==> config.mk <==
export PLATFORM = sky130hd
export DESIGN_NAME = aal_top
export DESIGN_NICKNAME = d
export VERILOG_FILES = /design/src/verilog/aal_pkg.sv /design/src/verilog/aal_top.sv
export SDC_FILE = /design/constraint.sdc
export NUM_CORES = 1
export LEC_CHECK = 0
export CORE_MARGIN = 2
export CORE_UTILIZATION = 45
export DETAILED_ROUTE_END_ITERATION = 8
export DONT_BUFFER_PORTS = 1
export SYNTH_ARGS = -nofsm -noshare
export SYNTH_HDL_FRONTEND = slang
export SYNTH_SLANG_ARGS = --single-unit
==> constraint.sdc <==
create_clock -name clk -period 17.06 [get_ports clk]
set_input_delay 3.412 -clock clk [delete_from_list [all_inputs] [get_ports clk]]
set_output_delay 3.412 -clock clk [all_outputs]
set_load 0.05 [all_outputs]
==> src/verilog/aal_pkg.sv <==
// Purpose: constants for the alarm and audit log manager
// Assumes: 20 MHz clock, synchronous active-high reset
// Notes:   offsets are word addresses
package aal_pkg;
    // ====================================================================
    // sizes
    localparam int          LOG_DEPTH    = 20;
    localparam int          LOG_IDX_W    = 5;
    localparam int          ENTRY_W      = 16;
    localparam int          CNT_W        = 16;
    localparam int          NUM_SELF     = 8;
    localparam int          NUM_SYS      = 4;
    localparam logic [15:0] CUSTOMER_CODE = 16'd5773;

    // ====================================================================
    // register offsets
    localparam logic [4:0] REG_CTRL      = 5'h00;
    localparam logic [4:0] REG_REV_LIMIT = 5'h01;
    localparam logic [4:0] REG_PASSWORD  = 5'h02;
    localparam logic [4:0] REG_COMMAND   = 5'h03;
    localparam logic [4:0] REG_ALARMS    = 5'h04;
    localparam logic [4:0] REG_ALARM_CNT = 5'h05;
    localparam logic [4:0] REG_RESET_CNT = 5'h06;
    localparam logic [4:0] REG_LOG_COUNT = 5'h07;
    localparam logic [4:0] REG_LOG_DATA  = 5'h08;
    localparam logic [4:0] REG_CAL_TEMP  = 5'h09;
    localparam logic [4:0] REG_CAL_FREQ  = 5'h0a;
    localparam logic [4:0] REG_IRQ_STAT  = 5'h0b;
    localparam logic [4:0] REG_IRQ_EN    = 5'h0c;
    localparam logic [4:0] REG_IRQ_CLR   = 5'h0d;
    localparam logic [4:0] REG_LOG_PTR   = 5'h0e;

    // ====================================================================
    // control fields
    localparam int CTRL_STICKY   = 0;
    localparam int CTRL_REV_EN   = 1;
    localparam int CTRL_CUSTODY_ONLY = 2;
    localparam int CTRL_PULSE_LO = 3;
    localparam int CTRL_CT_MODE  = 5;
    localparam int CTRL_SENS_TEST = 6;
    // sticky off, rev off, custody-only on, halt second, sensor test on
    localparam logic [6:0] CTRL_RESET = 7'h4c;

    // command bits
    localparam int CMD_CLR_ALARM = 0;
    localparam int CMD_CLR_LOG   = 1;
    localparam int CMD_CAL_START = 2;
    localparam int CMD_SYS_RESET = 3;
    localparam int CMD_LOG_NEXT  = 4;
    localparam int CMD_LOG_PREV  = 5;
    localparam int CMD_LOG_OPEN  = 6;

    // reverse flow limit, percent of upper range value, signed
    localparam logic signed [7:0] REV_LIMIT_RESET = 8'sh00;

    // audit entry kinds, upper nibble of an entry
    localparam logic [3:0] EV_PARAM    = 4'h1;
    localparam logic [3:0] EV_ALARM_RST = 4'h2;
    localparam logic [3:0] EV_ERROR    = 4'h3;
    localparam logic [3:0] EV_CAL      = 4'h4;
    localparam logic [3:0] EV_STAMP    = 4'h5;

    // interrupt status bits
    localparam int IRQ_ALARM_UP  = 0;
    localparam int IRQ_ALARM_DN  = 1;
    localparam int IRQ_REFUSED   = 2;
    localparam int IRQ_W         = 3;

    // pulse gating modes
    typedef enum logic [1:0] {
        PULSE_KEEP        = 2'h0,
        HALT_SECOND_PULSE = 2'h1,
        HALT_BOTH_PULSES  = 2'h2
    } aal_pulse_type;
endpackage

==> src/verilog/aal_top.sv <==
// Purpose: alarm handling, reset counting and configuration audit log
// Assumes: every input comes from logic on the clk domain
// Notes:   log storage has no reset and stands in for eeprom
//
// Added by the designer: the placing of the registers and the address-and-strobe port.
module aal_top
(
    // clock and reset
    input  wire logic                 clk,
    input  wire logic                 rst,
    input  wire logic                 power_up,      // one pulse per power-up
    // register port
    input  wire logic [4:0]           reg_addr,
    input  wire logic [31:0]          reg_wdata,
    input  wire logic                 reg_wr,
    input  wire logic                 reg_rd,
    output logic      [31:0]          reg_rdata,
    // keypad
    input  wire logic                 key_enter,
    // measurement side
    input  wire logic [aal_pkg::NUM_SELF-1:0] self_cause,
    input  wire logic [aal_pkg::NUM_SYS-1:0]  sys_cause,
    input  wire logic                 exc_cause,
    input  wire logic signed [15:0]   flow,
    input  wire logic [15:0]          upper_range_value,
    input  wire logic                 stamp_open,
    input  wire logic                 delivery_active,
    input  wire logic                 param_changed,
    input  wire logic                 zero_cal_done,
    input  wire logic [15:0]          medium_temp,
    input  wire logic [15:0]          resonant_freq,
    input  wire logic                 pulse_in_one,
    input  wire logic                 pulse_in_two,
    // outputs
    output logic                      pulse_output_one,
    output logic                      pulse_output_two,
    output logic                      alarm_active,
    output logic                      irq
);
    import aal_pkg::*;

    // ====================================================================
    // registers
    logic [6:0]             ctrl_ff;
    logic signed [7:0]      rev_limit_ff;
    logic                   pw_ok_ff;
    logic [15:0]            alarm_cnt_ff;
    logic [15:0]            reset_cnt_ff;
    logic [15:0]            cal_temp_ff;
    logic [15:0]            cal_freq_ff;
    logic [IRQ_W-1:0]       irq_stat_ff;
    logic [IRQ_W-1:0]       irq_en_ff;
    logic [NUM_SELF-1:0]    self_disp_ff;
    logic [NUM_SYS-1:0]     sys_latch_ff;
    logic                   rev_disp_ff;
    logic                   stamp_disp_ff;
    logic                   any_prev_ff;
    logic [ENTRY_W-1:0]     log_mem_ff [LOG_DEPTH];
    logic [LOG_IDX_W-1:0]   log_wptr_ff;
    logic [LOG_IDX_W-1:0]   log_count_ff;
    logic [LOG_IDX_W-1:0]   log_view_ff;
    logic [31:0]            reg_rdata_ff;
    logic                   pulse_one_ff;
    logic                   pulse_two_ff;

    // decoded strobes
    logic                   wr_ctrl;
    logic                   wr_cmd;
    logic [6:0]             cmd;
    logic                   clr_alarm;
    logic                   clr_log;
    logic                   log_evt;
    logic [ENTRY_W-1:0]     log_entry;
    logic                   rev_cause;
    logic                   any_alarm;
    logic                   ct_mode;
    logic                   sticky;
    logic [NUM_SELF-1:0]    self_eff;
    aal_pulse_type          pulse_mode;

    // circular index step used by writer and viewer
    function automatic logic [LOG_IDX_W-1:0] step(
        input logic [LOG_IDX_W-1:0] idx,
        input logic                 back
    );
        if (back) begin
            step = (idx == '0) ? LOG_IDX_W'(LOG_DEPTH - 1) : idx - 1'b1;
        end else begin
            step = (idx == LOG_IDX_W'(LOG_DEPTH - 1)) ? '0 : idx + 1'b1;
        end
    endfunction

    // ====================================================================
    // decode
    assign wr_ctrl   = reg_wr && (reg_addr == REG_CTRL);
    assign wr_cmd    = reg_wr && (reg_addr == REG_COMMAND);
    assign cmd       = wr_cmd ? reg_wdata[6:0] : 7'h00;
    assign sticky    = ctrl_ff[CTRL_STICKY];
    assign ct_mode   = ctrl_ff[CTRL_CT_MODE];
    assign pulse_mode = aal_pulse_type'(ctrl_ff[CTRL_PULSE_LO +: 2]);
    // clear allowed in custody mode too, no stamp needed
    assign clr_alarm = cmd[CMD_CLR_ALARM] && pw_ok_ff;
    assign clr_log   = cmd[CMD_CLR_LOG] && pw_ok_ff;

    // excitation monitor only counts when sensor test is on
    always_comb begin
        self_eff    = self_cause;
        self_eff[0] = self_cause[0] |
                      (exc_cause & ctrl_ff[CTRL_SENS_TEST]);
    end

    // reverse flow: flow*100 < limit*urv, limit is negative or zero
    assign rev_cause = ctrl_ff[CTRL_REV_EN] &&
        ($signed({flow, 7'h00}) + $signed({flow, 2'b00}) -
         $signed({flow, 5'h00}) <
         $signed(rev_limit_ff) * $signed({1'b0, upper_range_value}));

    // ====================================================================
    // control and limit registers
    always_ff @(posedge clk) begin
        if (rst) begin
            ctrl_ff      <= CTRL_RESET;
            rev_limit_ff <= REV_LIMIT_RESET;
            irq_en_ff    <= '0;
        end else begin
            if (wr_ctrl) begin
                ctrl_ff <= reg_wdata[6:0];
            end
            if (reg_wr && reg_addr == REG_REV_LIMIT) begin
                rev_limit_ff <= reg_wdata[7:0];
            end
            if (reg_wr && reg_addr == REG_IRQ_EN) begin
                irq_en_ff <= reg_wdata[IRQ_W-1:0];
            end
        end
    end

    // password validation, consumed by one clear
    always_ff @(posedge clk) begin
        if (rst) begin
            pw_ok_ff <= 1'b0;
        end else if (reg_wr && reg_addr == REG_PASSWORD) begin
            pw_ok_ff <= (reg_wdata[15:0] == CUSTOMER_CODE);
        end else if (clr_alarm || clr_log) begin
            pw_ok_ff <= 1'b0;
        end
    end

    // ====================================================================
    // alarm display state
    always_ff @(posedge clk) begin
        if (rst) begin
            self_disp_ff  <= '0;
            rev_disp_ff   <= 1'b0;
            stamp_disp_ff <= 1'b0;
        end else if (clr_alarm || (ct_mode && key_enter)) begin
            // acknowledge: only present causes survive
            self_disp_ff  <= self_eff;
            rev_disp_ff   <= rev_cause;
            stamp_disp_ff <= stamp_open && ctrl_ff[CTRL_CUSTODY_ONLY];
        end else if (sticky || ct_mode) begin
            self_disp_ff  <= self_disp_ff | self_eff;
            rev_disp_ff   <= rev_disp_ff | rev_cause;
            stamp_disp_ff <= stamp_disp_ff |
                             (stamp_open && ctrl_ff[CTRL_CUSTODY_ONLY]);
        end else begin
            self_disp_ff  <= self_eff;
            rev_disp_ff   <= rev_cause;
            stamp_disp_ff <= stamp_open && ctrl_ff[CTRL_CUSTODY_ONLY];
        end
    end

    // system errors latch until manual reset command
    always_ff @(posedge clk) begin
        if (rst) begin
            sys_latch_ff <= '0;
        end else if (cmd[CMD_SYS_RESET]) begin
            sys_latch_ff <= sys_cause;
        end else begin
            sys_latch_ff <= sys_latch_ff | sys_cause;
        end
    end

    assign any_alarm = (|self_disp_ff) | (|sys_latch_ff) |
                       rev_disp_ff | stamp_disp_ff;
    assign alarm_active = any_alarm;

    // ====================================================================
    // alarm level of the previous cycle, for edge counting
    always_ff @(posedge clk) begin
        if (rst) begin
            any_prev_ff <= 1'b0;
        end else begin
            any_prev_ff <= any_alarm;
        end
    end

    // counts cycles with an edge of the alarm level or a power-up
    always_ff @(posedge clk) begin
        if (rst) begin
            alarm_cnt_ff <= '0;
        end else if (power_up || (any_alarm != any_prev_ff)) begin
            alarm_cnt_ff <= alarm_cnt_ff + 1'b1;
        end
    end

    always_ff @(posedge clk) begin
        if (rst) begin
            reset_cnt_ff <= '0;
        end else if (clr_alarm) begin
            reset_cnt_ff <= reset_cnt_ff + 1'b1;
        end
    end

    // ====================================================================
    // audit log source, one entry per cycle; clear beats others
    always_comb begin
        log_evt   = 1'b1;
        log_entry = '0;
        if (clr_alarm) begin
            log_entry = {EV_ALARM_RST, reset_cnt_ff[11:0]};
        end else if (ct_mode && any_alarm && !any_prev_ff) begin
            log_entry = {EV_ERROR, 4'h0, 4'(sys_latch_ff),
                         self_disp_ff[3:0]};
        end else if (cmd[CMD_CAL_START]) begin
            log_entry = {EV_CAL, 12'h000};
        end else if (zero_cal_done) begin
            log_entry = {EV_CAL, 12'h001};
        end else if (param_changed || wr_ctrl) begin
            log_entry = {EV_PARAM, 5'h00, ctrl_ff};
        end else if (stamp_open && !stamp_disp_ff &&
                     ctrl_ff[CTRL_CUSTODY_ONLY]) begin
            log_entry = {EV_STAMP, 12'h000};
        end else begin
            log_evt = 1'b0;
        end
    end

    // circular eeprom image of the latest entries
    always_ff @(posedge clk) begin
        if (log_evt && !clr_log) begin
            log_mem_ff[log_wptr_ff] <= log_entry;
        end
    end

    always_ff @(posedge clk) begin
        if (rst || clr_log) begin
            log_wptr_ff  <= '0;
            log_count_ff <= '0;
        end else if (log_evt) begin
            log_wptr_ff <= step(log_wptr_ff, 1'b0);
            if (log_count_ff != LOG_IDX_W'(LOG_DEPTH)) begin
                log_count_ff <= log_count_ff + 1'b1;
            end
        end
    end

    // viewer: open lands on newest entry, then steps either way
    always_ff @(posedge clk) begin
        if (rst) begin
            log_view_ff <= '0;
        end else if (cmd[CMD_LOG_OPEN]) begin
            log_view_ff <= step(log_wptr_ff, 1'b1);
        end else if (cmd[CMD_LOG_NEXT]) begin
            log_view_ff <= step(log_view_ff, 1'b0);
        end else if (cmd[CMD_LOG_PREV]) begin
            log_view_ff <= step(log_view_ff, 1'b1);
        end
    end

    // ====================================================================
    // calibration capture on start
    always_ff @(posedge clk) begin
        if (rst) begin
            cal_temp_ff <= '0;
            cal_freq_ff <= '0;
        end else if (cmd[CMD_CAL_START]) begin
            cal_temp_ff <= medium_temp;
            cal_freq_ff <= resonant_freq;
        end
    end

    // ====================================================================
    // interrupts: set wins over a clear in the same cycle
    always_ff @(posedge clk) begin
        if (rst) begin
            irq_stat_ff <= '0;
        end else begin
            irq_stat_ff <= (irq_stat_ff &
                ~((reg_wr && reg_addr == REG_IRQ_CLR) ?
                  reg_wdata[IRQ_W-1:0] : '0)) |
                {wr_cmd && (reg_wdata[CMD_CLR_ALARM] ||
                            reg_wdata[CMD_CLR_LOG]) && !pw_ok_ff,
                 !any_alarm && any_prev_ff,
                 any_alarm && !any_prev_ff};
        end
    end
    assign irq = |(irq_stat_ff & irq_en_ff);

    // ====================================================================
    // pulse gating while an alarm stands in a delivery
    always_ff @(posedge clk) begin
        if (rst) begin
            pulse_one_ff <= 1'b0;
            pulse_two_ff <= 1'b0;
        end else begin
            pulse_one_ff <= pulse_in_one && !(any_alarm &&
                delivery_active && pulse_mode == HALT_BOTH_PULSES);
            pulse_two_ff <= pulse_in_two && !(any_alarm &&
                delivery_active && pulse_mode != PULSE_KEEP);
        end
    end
    assign pulse_output_one = pulse_one_ff;
    assign pulse_output_two = pulse_two_ff;

    // ====================================================================
    // read data, one cycle after the strobe; unmapped reads zero
    always_ff @(posedge clk) begin
        if (rst) begin
            reg_rdata_ff <= '0;
        end else if (reg_rd) begin
            case (reg_addr)
                REG_CTRL:      reg_rdata_ff <= {25'h0, ctrl_ff};
                REG_REV_LIMIT: reg_rdata_ff <= {{24{rev_limit_ff[7]}},
                                                rev_limit_ff};
                REG_PASSWORD:  reg_rdata_ff <= {31'h0, pw_ok_ff};
                REG_ALARMS:    reg_rdata_ff <= {18'h0, stamp_disp_ff,
                                   rev_disp_ff, sys_latch_ff,
                                   self_disp_ff};
                REG_ALARM_CNT: reg_rdata_ff <= {16'h0, alarm_cnt_ff};
                REG_RESET_CNT: reg_rdata_ff <= {16'h0, reset_cnt_ff};
                REG_LOG_COUNT: reg_rdata_ff <= {27'h0, log_count_ff};
                REG_LOG_DATA:  reg_rdata_ff <= {16'h0,
                                   log_mem_ff[log_view_ff]};
                REG_LOG_PTR:   reg_rdata_ff <= {27'h0, log_view_ff};
                REG_CAL_TEMP:  reg_rdata_ff <= {16'h0, cal_temp_ff};
                REG_CAL_FREQ:  reg_rdata_ff <= {16'h0, cal_freq_ff};
                REG_IRQ_STAT:  reg_rdata_ff <= {29'h0, irq_stat_ff};
                REG_IRQ_EN:    reg_rdata_ff <= {29'h0, irq_en_ff};
                default:       reg_rdata_ff <= '0;
            endcase
        end else begin
            reg_rdata_ff <= '0;
        end
    end
    assign reg_rdata = reg_rdata_ff;
endmodule

==> summary.txt <==
Floorplanning
  – Die Wd: 237 µm
  – Die Y: ~240 µm
  – Rows: 85
  – Ports: 162
  – Die ar.: 56100 µm²
  – Starting Density: 45.4%
  – Core Region: 53700 µm²

Clock tree
  – CTS max path bufs: 3
  – CTS tree: yes
  – Post-CTS sizing: 0
  – CTS sink count: 440
  – CTS Hold Buffers Added: 0
  – Max H-tree Level: 2
  – Post-CTS setup buffer count: 0
  – Root Driver: clkbuf_16
  – Clock Latency Late Sink: 0.55 ns
  – CTS buffer count: between 40 and 50
  – CTS clk-pin slew, worst paths: 0.06 ns

Setup path
  – Worst-path cell chain: nand2b_1, fa_1, fa_1, inv_1, fa_1, inv_1, fa_1, inv_1, ha_1, o21ai_0, o21ai_0, nand3_1, a211o_1, nand3_1, nor3b_1, ha_1, a21o_1, a21oi_1, nor4b_1, o21ai_0, nand2_1
  – CP Launch Type: input port
  – CP top delay family: adder cells
  – Slowest cell on crit path: fa_1
  – Crit-path max FO: 9
  – Crit path arrival time: 8.62 ns
  – CP bufs+invs: 3
  – Max incr delay on CP: ~0.57 ns
  – CP endpoint kind: register
  – WP data required: 17.54 ns
  – Crit path top cell by count: fa_1
  – Critical path class: in -> reg

Placement
  – I/O Buffers: 0
  – GPL Wtd Cong: between 0.9 and 1
  – Dpl ws: 8.38 ns
  – Hpwl dp: 41600 µm

Timing
  – Slew margin rel.: 13.5%
  – Setup total negative slack: 0 ns
  – RSZ-0062 raised after global routing: no
  – Fin crit share: 47.7%
  – Hold Fails Final Rpt: 0
  – Slew @ Worst Pin: 1.29 ns
  – Max Fclk: 123 MHz
  – Pins over their slew limit: 0
  – Slack of the critical path: 8.92 ns
  – Clock Skew: between 0.015 and 0.02 ns
  – Final Critical Period: 8.14 ns
  – Final setup vio count: 0

Routing
  – Via Count: 15866
  – Drt drc: 0
  – Routed vias/inst: around 5.7
  – Routed wire per std cell: 21.4 µm
  – Starting DRC count in detailed routing: 1240
  – Total wire length: about 60000 µm
  – Drt first pass iters: 5
  – Post-DRT Antenna Nets: 0

Layout
  – Most frequent cells in the layout: edfxtp_1 (300), inv_1 (191), nand2_1 (181)
  – NumNets Final: 2396
  – Layout cells sized above 1: 10.4%
  – Commonest non-fill, non-tap cell in the layout: edfxtp_1
  – Area added between synthesis and finish: 8.68%

Flow run
  – Max-cap violations: 0

Logic synthesis
  – Post-Syn Instances: 2083
  – Seq/Total Area, Yosys: 48.5%
  – Area leader, netlist: edfxtp_1
  – Synth Flop Type: edfxtp_1
  – Synth Net Count: between 2000 and 2500
  – Yosys Warn Count: 0
  – Syn_area_per_cell: 11.7 µm²
  – Asr flop ratio synth: 0%
  – Cell area after synthesis: 24400 µm²
  – Yosys top cell area share: 37.0%
  – Main area contributors after synthesis: edfxtp_1 (37%), dfxtp_1 (11%), fa_1 (8.0%)
  – Synthesis-stage register bit count: 440
  – Synth unique cells: 76
  – Number of flops mapped to enable cells by yosys: 300

Hold path
  – Hold Crit Class: reg -> reg

Pwr
  – Internal power: 1.79 mW
  – LEAKAGE: 9.79 nW
  – Net Sw Frac: 23.2%
  – Sequential power share: 49.9%
  – Clock share of power: 40.4%
  – PD cells: 88.1 nW/µm²
  – Sw power: 542 µW
  – Comb power frac: 9.7%
  – Worst VDD drop: 0.0000684 V

Global route
  – Gr ovfl total: 0
  – Largest net degree at the start of global routing: 114
  – Grt met1 use: 31.5%
  – Routing usage on met2: 34.0%
  – Vias in the first global route: 16064
  – Initial antenna violation count: 0
  – First-pass GRT wire length: 93700 µm
  – Gr usage total: 21.5%
  – GRT Max-Usage Layer: met2
  – GR Util met3: 3.05%

Status
  – Status: complete, no violations
-- worst paths after layout --
check,from,endpoint,slack [ns],cells after the start
setup / recovery,upper_range_value[0],rev_disp_ff,8.92,21
hold reg to reg,cal_freq_ff[1],cal_freq_ff[1],0.46,2
setup reg to reg,rev_limit_ff[7],rev_disp_ff,10.79,22
hold / removal,cal_freq_ff[1],cal_freq_ff[1],0.46,2
-- power groups by stage --
stage               clock (mW)  combinational [mW]  sequential (mW)
finish                   0.943               0.227             1.17
global placement             0               0.220             1.19
floorplan                    0               0.177             1.18
CTS                      0.955               0.227             1.17
detailed placement           0               0.225             1.19
global route             0.997               0.258             1.17
-- layout make-up --
class | instances | area [µm²]
antenna | 2 | 5.00
clock buffer | 52 | 1120
clock inverter | 25 | 254
fill | 4740 | 27200
inverter | 191 | 717
multi-input combinational | 1352 | 11400
sequential | 440 | 11800
tap | 696 | 871
timing repair buffer | 34 | 275
-- Yosys cell counts, types with 7 or more instances --
master / n
a21oi_1: 146
a21o_1: 16
nand4_1: 21
a22oi_1: 36
or3_1: 12
mux2i_1: 15
edfxtp_1: 300
ha_1: 110
a211oi_1: 15
dfxtp_1: 140
mux2_2: 15
mux4_2: 87
a22o_1: 7
inv_1: 191
nor3b_1: 7
a31oi_1: 10
nor2b_1: 18
buf_1: 7
nand2_1: 181
nor2_1: 153
o21ai_0: 52
a221oi_1: 7
xnor2_1: 32
nor4_1: 10
buf_4: 16
fa_1: 98
and2_1: 100
o21a_1: 7
nor3_1: 14
buf_2: 11
clkbuf_1: 65
nand2b_1: 13
nand3_1: 35
xor2_1: 35
and3_1: 22
o211ai_1: 10
-- worst reg2reg max path, stage by stage (launching register included) --
cell and delay, ns:
dfxtp_1 0.39, inv_1 0.57, nor2_1 0.16, fa_1 0.56, fa_1 0.53, fa_1 0.55
inv_1 0.06, fa_1 0.59, inv_1 0.06, ha_1 0.35, a21o_1 0.18, a21oi_1 0.17
a21oi_1 0.13, o31ai_1 0.36, nand2_1 0.12, xnor2_1 0.19, ha_1 0.27, a21o_1 0.18
a21o_1 0.17, a21oi_1 0.17, nor4b_1 0.23, o21ai_0 0.14, nand2_1 0.09
-- flip-flops by register name (all words and copies together) (netlist names), 3 cells and up, named ones only --
register      cells
sys_latch_ff      4
reg_rdata        17
cal_temp_ff      16
irq_en_ff         3
rev_limit_ff      8
log_view_ff       5
log_count_ff      5
log_wptr_ff       5
self_disp_ff      8
log_mem_ff      300
reset_cnt_ff     16
irq_stat_ff       3
ctrl_ff           7
cal_freq_ff      16
alarm_cnt_ff     16
-- per-layer routing --
layer  up-vias  routed length, µm
li1       7390                  -
met1      7885              27800
met2       504              27100
met3        87               3610
met4         0               1260
met5         -                  0
-- kinds of logic after synthesis --
family / count (synthesis) / share of synthesized area (%)
AND/OR/NAND/NOR: 616 / 12.5
flip-flops: 440 / 48.5
AO/OA/AOI/OAI: 344 / 8.77
buffers and inverters: 291 / 4.81
adder cells (fa/ha/maj): 208 / 13.7
multiplexers: 117 / 9.35
XOR/XNOR: 67 / 2.41
-- per-stage QoR --
step	hold slack, ns	area [µm²]	utilization [%]	std cells	power, mW
4_1_cts	0.454	26500	49.3	2790	2.35
5_1_grt	0.481	26500	49.3	2790	2.42
3_3_place_gp	0.446	25100	46.7	2713	1.41
2_1_floorplan	0.436	24400	-	2083	1.36
3_5_place_dp	0.446	25100	46.7	2713	1.41
6_report	0.459	26500	49.3	2792	2.34
(Power assumes the default switching activity.)
